<file path="src/core/iex_pkg.sv">
/*
 * Shared constants for the instruction execution subset: operation codes,
 * register map of the plain register port, flag positions and reset values.
 * Assumes a single core clock and an active-low asynchronous reset.
 */
package iex_pkg;

	// ************************************************************
	// Operations handed over by the decode stage
	// ************************************************************
	typedef enum logic [3:0] {
		OP_NOP         = 4'h0,
		OP_PTR_ADD     = 4'h1, // pointer_add_literal
		OP_ADD_IMM     = 4'h2, // add_immediate_acc
		OP_AND_IMM     = 4'h3, // and_immediate_acc
		OP_AND_FILE    = 4'h4, // and_acc_file
		OP_ADD_FILE    = 4'h5, // add_acc_file
		OP_ADD_FILE_C  = 4'h6, // add_acc_file_carry
		OP_ASR         = 4'h7, // arith_shift_right
		OP_ROT_LEFT    = 4'h8, // rotate_left_carry
		OP_RET_INT     = 4'h9, // return_from_interrupt
		OP_RET         = 4'ha, // plain return
		OP_RET_LIT     = 4'hb  // return_with_literal
	} iex_op_t;

	// ************************************************************
	// Register port map (file memory sits below FILE_WORDS)
	// ************************************************************
	localparam int         FILE_WORDS    = 128;
	localparam logic [7:0] OFF_ACC       = 8'h80;
	localparam logic [7:0] OFF_STATUS    = 8'h81;
	localparam logic [7:0] OFF_INT_CTRL  = 8'h82;
	localparam logic [7:0] OFF_PTR0_LO   = 8'h84;
	localparam logic [7:0] OFF_PTR0_HI   = 8'h85;
	localparam logic [7:0] OFF_PTR1_LO   = 8'h86;
	localparam logic [7:0] OFF_PTR1_HI   = 8'h87;
	localparam logic [7:0] OFF_PC_LO     = 8'h88;
	localparam logic [7:0] OFF_PC_HI     = 8'h89;

	// ************************************************************
	// Field positions and reset values
	// ************************************************************
	localparam int          BIT_CARRY    = 0;
	localparam int          BIT_DCARRY   = 1;
	localparam int          BIT_ZERO     = 2;
	localparam int          BIT_GIE      = 7;
	localparam logic [7:0]  ACC_RST      = 8'h00;
	localparam logic [2:0]  STATUS_RST   = 3'h0;
	localparam logic        GIE_RST      = 1'b0;
	localparam logic [15:0] PTR_RST      = 16'h0000;
	localparam logic [14:0] PC_RST       = 15'h0000;
	localparam int          RET_CYCLES   = 2;

endpackage : iex_pkg

</file>
<file path="src/core/iex_alu_if.sv">
/*
 * Carrier between the execution top and its arithmetic unit.
 * Assumes the arithmetic unit is purely combinational.
 */
`timescale 1ns/1ps
interface iex_alu_if;
	import iex_pkg::*;
	iex_op_t    op;
	logic [7:0] acc;
	logic [7:0] fileVal;
	logic [7:0] lit;
	logic       cIn;
	logic [7:0] res;
	logic       cOut;
	logic       dcOut;
	logic       zOut;
	logic       wrC;
	logic       wrDc;
	logic       wrZ;
	modport master (output op, acc, fileVal, lit, cIn, input res, cOut, dcOut, zOut, wrC, wrDc, wrZ);
	modport unit   (input op, acc, fileVal, lit, cIn, output res, cOut, dcOut, zOut, wrC, wrDc, wrZ);
endinterface : iex_alu_if

</file>
<file path="src/core/iex_exec.sv">
/*
 * Execution stage for a subset of an 8-bit core: accumulator and file-memory
 * arithmetic, shift and rotate, pointer add, and the three return forms.
 * Holds the 128-byte file memory, accumulator, flags, interrupt enable and
 * program counter. Assumes the decode stage presents one decoded operation
 * with instValid and holds it until instReady, and that the return stack
 * outside presents its top word combinationally and pops on stackPop.
 */
`timescale 1ns/1ps
// Contract
// RULE1: pointer add sign-extends literal, flags unchanged
// RULE2: pointer sum wraps modulo sixteen bits
// RULE3: add immediate to accumulator, update C DC Z
// RULE4: AND immediate into accumulator, only Z
// RULE5: AND accumulator with file, only Z
// RULE6: destination bit selects accumulator or file
// RULE7: add accumulator and file, update C DC Z
// RULE8: add with carry, update C DC Z
// RULE9: arithmetic shift right keeps bit seven
// RULE10: rotate left through carry, one cycle
// RULE11: interrupt return pops, sets enable, two cycles
// RULE12: plain return pops, two cycles, flags kept
// RULE13: literal return loads accumulator, two cycles
// RULE14: carry bit7, digit carry bit3, zero
module iex_exec
	import iex_pkg::*;
#(
	parameter int PC_W = 15
)(
	// Clock and reset
	input  wire logic            sys_clk,
	input  wire logic            rst_b,
	// Register port
	input  wire logic [7:0]      regAddr,
	input  wire logic [7:0]      regWrData,
	input  wire logic            regWr,
	input  wire logic            regRd,
	output logic      [7:0]      regRdData,
	// Decoded operation
	input  wire logic            instValid,
	input  wire logic [3:0]      instOp,
	input  wire logic [6:0]      instFile,
	input  wire logic            instDest,
	input  wire logic [7:0]      instLit,
	input  wire logic            instPtrSel,
	output logic                 instReady,
	// Return stack
	input  wire logic [PC_W-1:0] stackTop,
	output logic                 stackPop,
	// Core state
	output logic      [PC_W-1:0] progCounter,
	output logic                 globalIntEnable
);

	// ************************************************************
	// Types and helpers
	// ************************************************************
	typedef enum logic [0:0] {
		ST_IDLE = 1'b0,
		ST_RET2 = 1'b1
	} iex_state_t;

	// Operations that read file memory and honour the destination bit
	function automatic logic isFileOp(input iex_op_t op);
		return (op == OP_AND_FILE) || (op == OP_ADD_FILE) || (op == OP_ADD_FILE_C) ||
		       (op == OP_ASR) || (op == OP_ROT_LEFT);
	endfunction : isFileOp

	// Any of the three return forms
	function automatic logic isReturn(input iex_op_t op);
		return (op == OP_RET_INT) || (op == OP_RET) || (op == OP_RET_LIT);
	endfunction : isReturn

	// Address falls into file memory
	function automatic logic isFileAddr(input logic [7:0] addr);
		return addr < 8'(FILE_WORDS);
	endfunction : isFileAddr

	iex_state_t  state;
	iex_state_t  next_state;
	iex_op_t     op;
	logic        accept;
	logic        toAcc;
	logic        toFile;
	logic [7:0]  acc;
	logic [2:0]  status;
	logic [7:0]  fileMem [FILE_WORDS];
	logic [15:0] ptr0;
	logic [15:0] ptr1;
	logic [7:0]  fileRd;
	iex_alu_if   aluIf ();

	// ************************************************************
	// Issue and sequencing
	// ************************************************************

	// Returns hold the stage for a second cycle; others finish in one
	// Codes outside the enum decode as no operation
	assign op        = iex_op_t'(instOp);
	assign instReady = (state == ST_IDLE);
	assign accept    = instValid && instReady;
	assign stackPop  = accept && isReturn(op); // RULE12

	// Two-cycle return sequencing
	always_comb begin
		next_state = state;
		case (state)
			ST_IDLE: if (accept && isReturn(op)) next_state = ST_RET2; // RULE11
			ST_RET2: next_state = ST_IDLE;
			default: next_state = ST_IDLE;
		endcase
	end

	always_ff @(posedge sys_clk or negedge rst_b) begin
		if (!rst_b) begin
			state <= ST_IDLE;
		end else begin
			state <= next_state;
		end
	end

	// Destination choice: bit 0 to accumulator, bit 1 back to file
	assign toFile = accept && isFileOp(op) && instDest; // RULE6
	assign toAcc  = accept && ((isFileOp(op) && !instDest) || (op == OP_ADD_IMM) ||
	                           (op == OP_AND_IMM) || (op == OP_RET_LIT));

	// ************************************************************
	// Datapath
	// ************************************************************
	// The file is read without a clock so operands arrive in the issue cycle
	assign fileRd        = fileMem[instFile];
	assign aluIf.op      = op;
	assign aluIf.acc     = acc;
	assign aluIf.fileVal = fileRd;
	assign aluIf.lit     = instLit;
	assign aluIf.cIn     = status[BIT_CARRY];

	iex_alu u_alu (
		.alu (aluIf)
	);

	// One decoded window covers all four pointer bytes
	iex_ptr u_ptr (
		.sys_clk (sys_clk),
		.rst_b   (rst_b),
		.addEn   (accept && (op == OP_PTR_ADD)),
		.addSel  (instPtrSel),
		.addLit  (instLit[5:0]),
		.wrEn    (regWr && (regAddr[7:2] == OFF_PTR0_LO[7:2])),
		.wrIdx   (regAddr[1:0]),
		.wrData  (regWrData),
		.ptr0    (ptr0),
		.ptr1    (ptr1)
	);

	// File memory; an instruction write beats a port write at the same edge
	always_ff @(posedge sys_clk) begin
		if (toFile) begin
			fileMem[instFile] <= aluIf.res; // RULE7
		end else if (regWr && isFileAddr(regAddr)) begin
			fileMem[regAddr[6:0]] <= regWrData;
		end
	end

	// Accumulator
	always_ff @(posedge sys_clk or negedge rst_b) begin
		if (!rst_b) begin
			acc <= ACC_RST;
		end else if (toAcc) begin
			acc <= aluIf.res; // RULE3
		end else if (regWr && (regAddr == OFF_ACC)) begin
			acc <= regWrData;
		end
	end

	// Flags commit only on the bits the operation names; returns leave them alone
	always_ff @(posedge sys_clk or negedge rst_b) begin
		if (!rst_b) begin
			status <= STATUS_RST;
		end else if (accept && (aluIf.wrC || aluIf.wrDc || aluIf.wrZ)) begin
			if (aluIf.wrC)  status[BIT_CARRY]  <= aluIf.cOut;  // RULE14
			if (aluIf.wrDc) status[BIT_DCARRY] <= aluIf.dcOut; // RULE14
			if (aluIf.wrZ)  status[BIT_ZERO]   <= aluIf.zOut;  // RULE14
		end else if (regWr && (regAddr == OFF_STATUS)) begin
			status <= regWrData[2:0];
		end
	end

	// Interrupt enable: the interrupt return sets it and wins over a port clear
	always_ff @(posedge sys_clk or negedge rst_b) begin
		if (!rst_b) begin
			globalIntEnable <= GIE_RST;
		end else if (accept && (op == OP_RET_INT)) begin
			globalIntEnable <= 1'b1; // RULE11
		end else if (regWr && (regAddr == OFF_INT_CTRL)) begin
			globalIntEnable <= regWrData[BIT_GIE];
		end
	end

	// Program counter loads from the stack top on every return form
	always_ff @(posedge sys_clk or negedge rst_b) begin
		if (!rst_b) begin
			progCounter <= PC_RST;
		end else if (stackPop) begin
			progCounter <= stackTop; // RULE13
		end
	end

	// ************************************************************
	// Register read-back, one cycle after the read strobe
	// ************************************************************
	always_ff @(posedge sys_clk or negedge rst_b) begin
		if (!rst_b) begin
			regRdData <= 8'h00;
		end else if (regRd) begin
			if (isFileAddr(regAddr)) begin
				regRdData <= fileMem[regAddr[6:0]];
			end else begin
				case (regAddr)
					OFF_ACC:      regRdData <= acc;
					OFF_STATUS:   regRdData <= {5'h00, status};
					OFF_INT_CTRL: regRdData <= {globalIntEnable, 7'h00};
					OFF_PTR0_LO:  regRdData <= ptr0[7:0];
					OFF_PTR0_HI:  regRdData <= ptr0[15:8];
					OFF_PTR1_LO:  regRdData <= ptr1[7:0];
					OFF_PTR1_HI:  regRdData <= ptr1[15:8];
					OFF_PC_LO:    regRdData <= progCounter[7:0];
					OFF_PC_HI:    regRdData <= {1'b0, progCounter[PC_W-1:8]};
					default:      regRdData <= 8'h00; // Unmapped reads as zero
				endcase
			end
		end
	end
endmodule : iex_exec

</file>
<file path="src/core/iex_alu.sv">
/*
 * Combinational arithmetic unit: adds, ANDs, shift and rotate with flags.
 * Assumes the caller decides where the result goes and when flags commit.
 */
`timescale 1ns/1ps
module iex_alu
	import iex_pkg::*;
(
	// Operands in, result and flag updates out
	iex_alu_if.unit alu
);

	logic [7:0] addB;
	logic       addCin;
	logic [8:0] sum9;
	logic [4:0] nib5;

	// Second operand and carry-in of the adder
	always_comb begin
		addB   = alu.lit;
		addCin = 1'b0;
		case (alu.op)
			OP_ADD_FILE:   addB = alu.fileVal;
			OP_ADD_FILE_C: begin
				addB   = alu.fileVal;
				addCin = alu.cIn; // RULE8
			end
			default:       addB = alu.lit;
		endcase
	end

	// Full and low-nibble sums; the nibble sum yields the digit carry
	assign sum9 = {1'b0, alu.acc} + {1'b0, addB} + {8'h00, addCin};
	assign nib5 = {1'b0, alu.acc[3:0]} + {1'b0, addB[3:0]} + {4'h0, addCin};

	// Result and which flags it touches
	always_comb begin
		alu.res   = 8'h00;
		alu.cOut  = alu.cIn;
		alu.dcOut = nib5[4];
		alu.wrC   = 1'b0;
		alu.wrDc  = 1'b0;
		alu.wrZ   = 1'b0;
		case (alu.op)
			OP_ADD_IMM, OP_ADD_FILE, OP_ADD_FILE_C: begin
				alu.res  = sum9[7:0];  // RULE3
				alu.cOut = sum9[8];    // RULE14
				alu.wrC  = 1'b1;
				alu.wrDc = 1'b1;
				alu.wrZ  = 1'b1;
			end
			OP_AND_IMM: begin
				alu.res = alu.acc & alu.lit;     // RULE4
				alu.wrZ = 1'b1;
			end
			OP_AND_FILE: begin
				alu.res = alu.acc & alu.fileVal; // RULE5
				alu.wrZ = 1'b1;
			end
			OP_ASR: begin
				alu.res  = {alu.fileVal[7], alu.fileVal[7:1]}; // RULE9
				alu.cOut = alu.fileVal[0];
				alu.wrC  = 1'b1;
				alu.wrZ  = 1'b1;
			end
			OP_ROT_LEFT: begin
				alu.res  = {alu.fileVal[6:0], alu.cIn}; // RULE10
				alu.cOut = alu.fileVal[7];
				alu.wrC  = 1'b1;
			end
			OP_RET_LIT: alu.res = alu.lit; // RULE13
			default:    alu.res = 8'h00;
		endcase
	end

	// Zero flag from the 8-bit result only
	assign alu.zOut = (alu.res == 8'h00); // RULE14

endmodule : iex_alu

</file>
<file path="src/core/iex_ptr.sv">
/*
 * The two 16-bit indirect pointers with signed literal add and byte writes.
 * Assumes at most one add or one byte write is meaningful per cycle; add wins.
 */
`timescale 1ns/1ps
module iex_ptr
	import iex_pkg::*;
#(
	parameter int PTR_W = 16,
	parameter int LIT_W = 6
)(
	// Clock and reset
	input  wire logic             sys_clk,
	input  wire logic             rst_b,
	// Literal add
	input  wire logic             addEn,
	input  wire logic             addSel,
	input  wire logic [LIT_W-1:0] addLit,
	// Byte writes from the register port: index 0..3 = p0 lo, p0 hi, p1 lo, p1 hi
	input  wire logic             wrEn,
	input  wire logic [1:0]       wrIdx,
	input  wire logic [7:0]       wrData,
	// Pointer values
	output logic      [PTR_W-1:0] ptr0,
	output logic      [PTR_W-1:0] ptr1
);

	logic [PTR_W-1:0] litExt;
	logic [PTR_W-1:0] ptrQ [2];

	// Sign extension of the short literal
	assign litExt = {{(PTR_W-LIT_W){addLit[LIT_W-1]}}, addLit}; // RULE1

	// One pointer per generate slice; the add never touches the flags
	for (genvar i = 0; i < 2; i++) begin : g_ptr
		always_ff @(posedge sys_clk or negedge rst_b) begin
			if (!rst_b) begin
				ptrQ[i] <= PTR_RST;
			end else if (addEn && (addSel == i[0])) begin
				ptrQ[i] <= ptrQ[i] + litExt; // RULE2
			end else if (wrEn && (wrIdx[1] == i[0])) begin
				if (wrIdx[0]) begin
					ptrQ[i][PTR_W-1:8] <= wrData;
				end else begin
					ptrQ[i][7:0] <= wrData;
				end
			end
		end
	end

	assign ptr0 = ptrQ[0];
	assign ptr1 = ptrQ[1];
endmodule : iex_ptr

</file>
<file path="config.mk">
export PLATFORM = sky130hd
export DESIGN_NAME = iex_exec
export DESIGN_NICKNAME = d
export VERILOG_FILES = /design/src/core/iex_pkg.sv /design/src/core/iex_alu_if.sv /design/src/core/iex_exec.sv /design/src/core/iex_alu.sv /design/src/core/iex_ptr.sv
export SDC_FILE = /design/constraint.sdc
export NUM_CORES = 2
export LEC_CHECK = 0
export BUFFER_PORTS_ARGS = -buffer_cell sky130_fd_sc_hd__buf_2
export CORE_MARGIN = 10
export CORE_UTILIZATION = 35
export CTS_CLUSTER_DIAMETER = 200
export DETAILED_ROUTE_END_ITERATION = 8
export HOLD_SLACK_MARGIN = 0.08
export SYNTH_ARGS = -nofsm -noshare
export SYNTH_HDL_FRONTEND = slang
export SYNTH_SLANG_ARGS = --single-unit
</file>
<file path="constraint.sdc">
create_clock -name sys_clk -period 8.62 [get_ports sys_clk]
set_input_delay 1.724 -clock sys_clk [delete_from_list [all_inputs] [get_ports sys_clk]]
set_output_delay 1.724 -clock sys_clk [all_outputs]
set_load 0.05 [all_outputs]
</file>
==> Yosys cells after proc, flatten, opt, wreduce, memory -nomap -nowiden <==
Memory sizes are Yosys's and may differ from the RTL's.
Cells that the tools add are included.
{ "word_totals": {"ff_bits": 68, "ram_bits": 1024, "input_bits": 57, "output_inout_bits": 26, "word_cells": 136, "mem_count": 1} }
{ "mem_list": {"columns": ["memory", "words", "word_bits", "rd", "rd_ports_with_merged_regs", "write_ports", "line", "source"], "rows": [
  ["fileMem", 128, 8, 2, 0, 1, "iex_exec.sv:87", "logic [7:0] fileMem [FILE_WORDS];"]
]} }
{ "op_classes": {"n_addsub": 6, "order_cmp": 1, "n_eq_ne": 27, "mux": 34, "n_bitwise": 5, "n_reduce_logical": 50} }
{ "ops": {"columns": ["operator", "count"], "rows": [
  ["$eq A8 B8 Y1 const B", 9],
  ["$pmux W8 S9", 1],
  ["$mux W16", 4],
  ["$mux W8", 7],
  ["$pmux W8 S6", 1],
  ["$add A16 B16 Y16", 2],
  ["$logic_and A1 B1 Y1", 18],
  ["$and A8 B8 Y8", 2],
  ["$eq A4 B3 Y1 const B", 4],
  ["$eq A4 B4 Y1 const B", 4],
  ["$mux W1", 16],
  ["$reduce_bool A2 Y1", 7],
  ["$reduce_and A2 Y1", 6],
  ["$logic_or A1 B1 Y1", 11],
  ["$add A8 B8 Y9", 1],
  ["$add A9 B1 Y9", 1],
  ["$eq A4 B2 Y1 const B", 2],
  ["$logic_not A8 Y1", 1],
  ["$lt A8 B8 Y1 const B", 1],
  ["$reduce_or A8 Y1", 1],
  ["$mux W7", 1],
  ["$eq A6 B6 Y1 const B", 1],
  ["$mux W3", 2],
  ["$ne A2 B2 Y1 const B", 3],
  ["other kinds (14)", 17]
]} }

==> Logic depth before layout (Yosys ltp) <==
{ "logic_depth": {"depth_word": 11, "depth_mapped": 26, "depth_no_buf": 21} }

==> Modules after synthesis <==
Synthesis repeated with hierarchy kept, for this count alone.
{ "unflattened": {"cells_unflattened": 3041, "hier_area_um2": 54123.2} }
{ "modules_own_cells": {"columns": ["mod", "instances", "cells_each", "area_each_um2", "seq_area_each_um2"], "rows": [
  ["iex_exec", 1, 2591, 50327.0, 31650.4],
  ["iex_ptr", 1, 320, 2807.7, 800.8],
  ["iex_alu", 1, 130, 988.4, 0.0]
]} }

==> Least setup slack after synthesis <==
No wires, ideal clock.
{ "synth_timing": {"kind": "input to register", "start": "in instFile[1]", "end": "mem fileMem[0][6], data pin", "setup_time_ps": 892, "t_arrival_ps": 8932, "required_time_ps": 7728, "setup_slack_ps": -1205, "stages": 22, "path_buffers": 5, "path_cell_list": "buf_2 > buf_2 > buf_2 > clkbuf_1 > clkbuf_1 > mux4_2 > a22oi_1 > a31oi_1 > nor3_2 > a21oi_1 > fa_1 > inv_1 > fa_1 > nor2b_1 > o21ai_0 > a21boi_0 > o21ai_0 > nand2b_1 > xor2_1 > a22o_1 > nor4_1 > a21oi_1"} }
{ "synth_between": {"elab_chain_len": 6, "word_cells_on_any_way": 7, "cone_classes": "add/sub (2); mux (3); bitwise (1); memory (1)"} }
{ "synth_lines": {"columns": ["item", "line", "source"], "rows": [
  ["start, declared", "iex_exec.sv:42", "input wire logic [6:0] instFile,"],
  ["$mem_v2 Z128 W8 *", null, null],
  ["$mux W8", "iex_alu.sv:22", "case (alu.op)"],
  ["$add A8 B8 Y9", "iex_alu.sv:33", "assign sum9 = {1'b0, alu.acc} + {1'b0, addB} + {8'h00, addCin};"],
  ["$add A9 B1 Y9", "iex_alu.sv:33", null],
  ["$pmux W8 S6 *", "iex_alu.sv:44", "case (alu.op)"],
  ["$mux W8 (no line) *", null, null],
  ["end, declared", "iex_exec.sv:87", null]
]} }
Every way passes the cells marked *; elsewhere a longest branch is shown, timed or not.

==> Worst setup path in the final report <==
{ "layout_timing": {"start": "in instFile[3]", "end": "mem fileMem[60][5], data pin"} }
The elaborated chain is that of the path after synthesis.

==> flow_summary_export.csv <==
group,metric,value,unit
run_status,status,"complete, no violations",
die,floorplan.core_area,153900,µm²
worst_hold_path,holdPathEnd,"regRdData[4]",
logic_synthesis,synth-adder-area-share,1.003,%
job,max_cap_viol_count,0,
routing,drt-vias-per-instance,6.147,
global_routing,first_global_vias,32340,
worst_hold_path,hold_depth,1,
clock_network,insertion_delay_to_the_later_sink_of_the_worst_skew_pair,0.80,ns
setup_path,critical_path.max_stage_delay,0.94,ns
final_layout,stdcell_count,5323,
logic_synthesis,synth_area_per_cell,17.64,µm²
logic_synthesis,yosys_register_bits,1092,
sta,report.final.setup_viol,0,
final_layout,finalCoreUtilization,39.91,%
power,p_leak,19.87,nW
setup_path,worst-path-max-fanout,56,
setup_path,r2r_setup_slack,2.58,ns
setup_path,crit_path_start_kind,"input port",
sta,max_clock_freq,136.2,MHz
worst_hold_path,holdCritPathClass,"flop to flop",
sta,final_hold_viol_count,0,
setup_path,critical_path_arrival,7.90,ns
logic_synthesis,number_of_flops_mapped_to_enable_cells_by_yosys,1024,
logic_synthesis,synthesis.nets,3166,
clock_network,post_cts.repair.setup_buffers,0,
global_routing,groute.usage.overall,20.10,%
die,fp.dieArea,170800,µm²
clock_network,count_of_hold_fix_buffers_inserted_at_cts,0,
power,ir_drop,0.1585,mV
setup_path,timing.critical_path.buf_inv,4,
global_routing,grt_pass1_wl,247100,µm
routing,detailedRoute.firstPassIterationCount,6,
die,die_h,413.2,µm
clock_network,clkSinkCount,1092,
clock_network,clock_buffer_depth,3,
sta,final.setup.tns,0,ns
worst_hold_path,worstHoldStart,"regRdData[4]",
place,gp_congestion,0.8937,
routing,finalWirelength,174500,µm
place,portBuffers,82,
setup_path,r2r_end,"fileMem[60][5]",
die,die_width,413.2,µm
final_layout,mostFrequentLayoutCell,"edfxtp_1",
setup_path,cpLargestDelayFamily,"compound AO/OA/AOI/OAI gates",
routing,routed-via-count,32720,
die,top_level_port_count,83,
setup_path,timing.critical_path.required,9.18,ns
logic_synthesis,post_synth_xor_area_fraction,0.3398,%
logic_synthesis,synthesized_area_fraction_occupied_by_ao_oa_aoi_and_oai_cells,5.075,%
power,power_density,216.7,nW/µm²
final_layout,nFillCells,13880,
clock_network,cts.htree.levels,3,
clock_network,cts-buffers-inserted,117,
die,std_cell_rows,144,
final_layout,post_route_cells_drive_above_1_share,31.71,%
routing,wire_per_inst,32.79,µm
sta,tightest_slew,1.404,ns
die,initial_utilization,35.17,%
routing,number_of_drc_violations_after_detailed_routing,0,
logic_synthesis,synth.yosys.seq_area_share,59.96,%
clock_network,cts_tree,"yes",
logic_synthesis,synthSimpleGateAreaFrac,4.418,%
sta,period_needed,7.340,ns
place,dp_hpwl,117500,µm
logic_synthesis,syn-instance-count,3068,
setup_path,critical_path.endpoint_type,"flop",
routing,first_drt_iteration_drcs,4525,
global_routing,grt_antenna_before_repair,6,
setup_path,timing.setup.critical_path_class,"input port to flop",
sta,post-route-worst-setup-slack,1.280,ns
logic_synthesis,synth_flop_cell,"edfxtp_1",
logic_synthesis,synth_area,54120,µm²
sta,clock-skew-final,0.09170,ns
routing,antenna_violating_nets_post_route,0,
sta,maxSlewHeadroom,6.041,%
logic_synthesis,synth_cell_type_count,77,
global_routing,pin_count_of_the_biggest_net_entering_global_routing,129,
clock_network,cts-root-buf,"clkbuf_16",
setup_path,r2r_start,"fileMem[55][0]",
sta,period_share,85.15,%
sta,drv_slew,0,
setup_path,critical_path_slowest_stage_cell,"a21oi_4",
setup_path,worstPathCellList,"buf_2 > nor2b_2 > buf_4 > a22o_1 > a221oi_1 > o22ai_1 > a211o_1 > nor3_2 > a21oi_1 > fa_1 > a21o_1 > a21oi_1 > o21ai_0 > xor2_1 > a22oi_1 > o21ai_0 > nor4_1 > buf_4 > a21oi_4 > buf_12",
place,post-place-cells,5102,
clock_network,cts_resized,0,
logic_synthesis,yosys_warnings,0,
logic_synthesis,synth.mux.area_fraction,26.91,%
sta,grt_setup_unrepaired,"false",
final_layout,final_cell_mix,"1024 x edfxtp_1, 553 x mux4_2, 218 x nor2_1",
clock_network,clk_pin_slew_worst_paths,0.06,ns
power,finalPower,13.31,mW
logic_synthesis,async_reset_ff_share,6.227,%
global_routing,grt.overflow.total,0,
place,preCtsSetupSlack,0.7169,ns
logic_synthesis,main_combinational_cell_family_by_area_after_synthesis,"multiplexers",
setup_path,rr_worst_depth,18,
final_layout,area_growth,13.48,%
final_layout,finalNetCount,3275,
cell usage after synthesis, types with 8 or more instances:
master / count / area share [%]
nand2_1: 96 / 0.67
buf_4: 10 / 0.14
clkbuf_1: 129 / 0.89
xnor2_1: 15 / 0.24
a22oi_1: 80 / 1.1
or3_1: 9 / 0.10
buf_6: 18 / 0.37
a21oi_1: 76 / 0.70
a22o_1: 18 / 0.29
nor3_1: 39 / 0.36
a211oi_1: 9 / 0.12
nand3_1: 27 / 0.25
dfrtp_1: 68 / 3.1
o21a_1: 8 / 0.11
a21boi_0: 10 / 0.14
nor2_1: 221 / 1.5
mux2i_1: 125 / 2.3
nor2b_1: 24 / 0.28
mux2_2: 39 / 0.81
buf_1: 46 / 0.32
ha_1: 37 / 0.86
mux4_2: 553 / 23
buf_2: 24 / 0.22
nand2b_1: 17 / 0.20
or2_2: 27 / 0.31
o21ai_0: 82 / 0.76
edfxtp_1: 1024 / 57
inv_1: 32 / 0.22
mux4_1: 14 / 0.68
a21o_1: 14 / 0.19
nor3b_1: 8 / 0.11
and2_1: 12 / 0.14
a31oi_1: 23 / 0.27
o211ai_1: 12 / 0.17
a221oi_1: 10 / 0.16
through the flow:
| step | hold WS, ns | area [µm²] |
|---|---|---|
| after detailed placement | 0.4631 | 57500 |
| after global placement | 0.4641 | 57500 |
| after CTS | 0.4763 | 61410 |
| final | 0.4745 | 61410 |
| after global routing | 0.5042 | 61410 |
| after floorplan | 0.4507 | 54150 |
worst max path at each step:
stage	startpoint	to	slack, ns	cells after the start
4_1_cts	instFile[3]	fileMem[61][5]	1.49	20
5_1_grt	instFile[0]	fileMem[60][5]	0.96	20
3_3_place_gp	instFile[3]	fileMem[62][5]	0.68	20
3_5_place_dp	instFile[0]	fileMem[62][5]	0.72	19
2_1_floorplan	instFile[1]	fileMem[0][6]	0.61	22
6_report	instFile[3]	fileMem[60][5]	1.28	20
metal layers:
layer	GRT usage [%]	routed length [µm]	share of wire [%]	vias up
met5	0	46	0.026	-
met4	7.486	6599	3.8	8
met3	4.297	17870	10	351
met2	31.11	80960	46	1919
met1	27.81	69060	40	17330
li1	-	-	-	13110
cells by family (layout without fill, tap and decap cells):
group,count (synthesis),count (layout)
xor gates and xnor gates,21,21
AOI/OAI and AO/OA,405,405
other,0,2
buffers and inverters,264,473
DFF,1092,1092
adders and majority gates,41,41
muxes,733,733
and+or+nand+nor,512,512
cell type report:
cell class	instances	area, µm²	area share (%)
clock buffer	145	3075	5.008
multi-input combinational	1712	20540	33.45
tap	2044	2557	4.164
antenna	2	5.005	0.008149
inverter	34	127.6	0.2078
clock inverter	74	832.0	1.355
sequential	1092	32450	52.84
timing repair buffer	220	1822	2.966
state kept, by name (all words and copies together) (netlist names):
signal           flops
fileMem           1024
globalIntEnable      1
regRdData            8
state                1
acc                  8
progCounter         15
u_ptr.ptr1          16
u_ptr.ptr0          16
status               3
power breakdown:
group / total, mW / internal (mW) / switching [mW]
clock network: 5.17 / 2.98 / 2.19
logic: 1.93 / 0.713 / 1.22
registers: 6.20 / 6.09 / 0.114
Note: power is estimated with default switching activity, not from simulation.
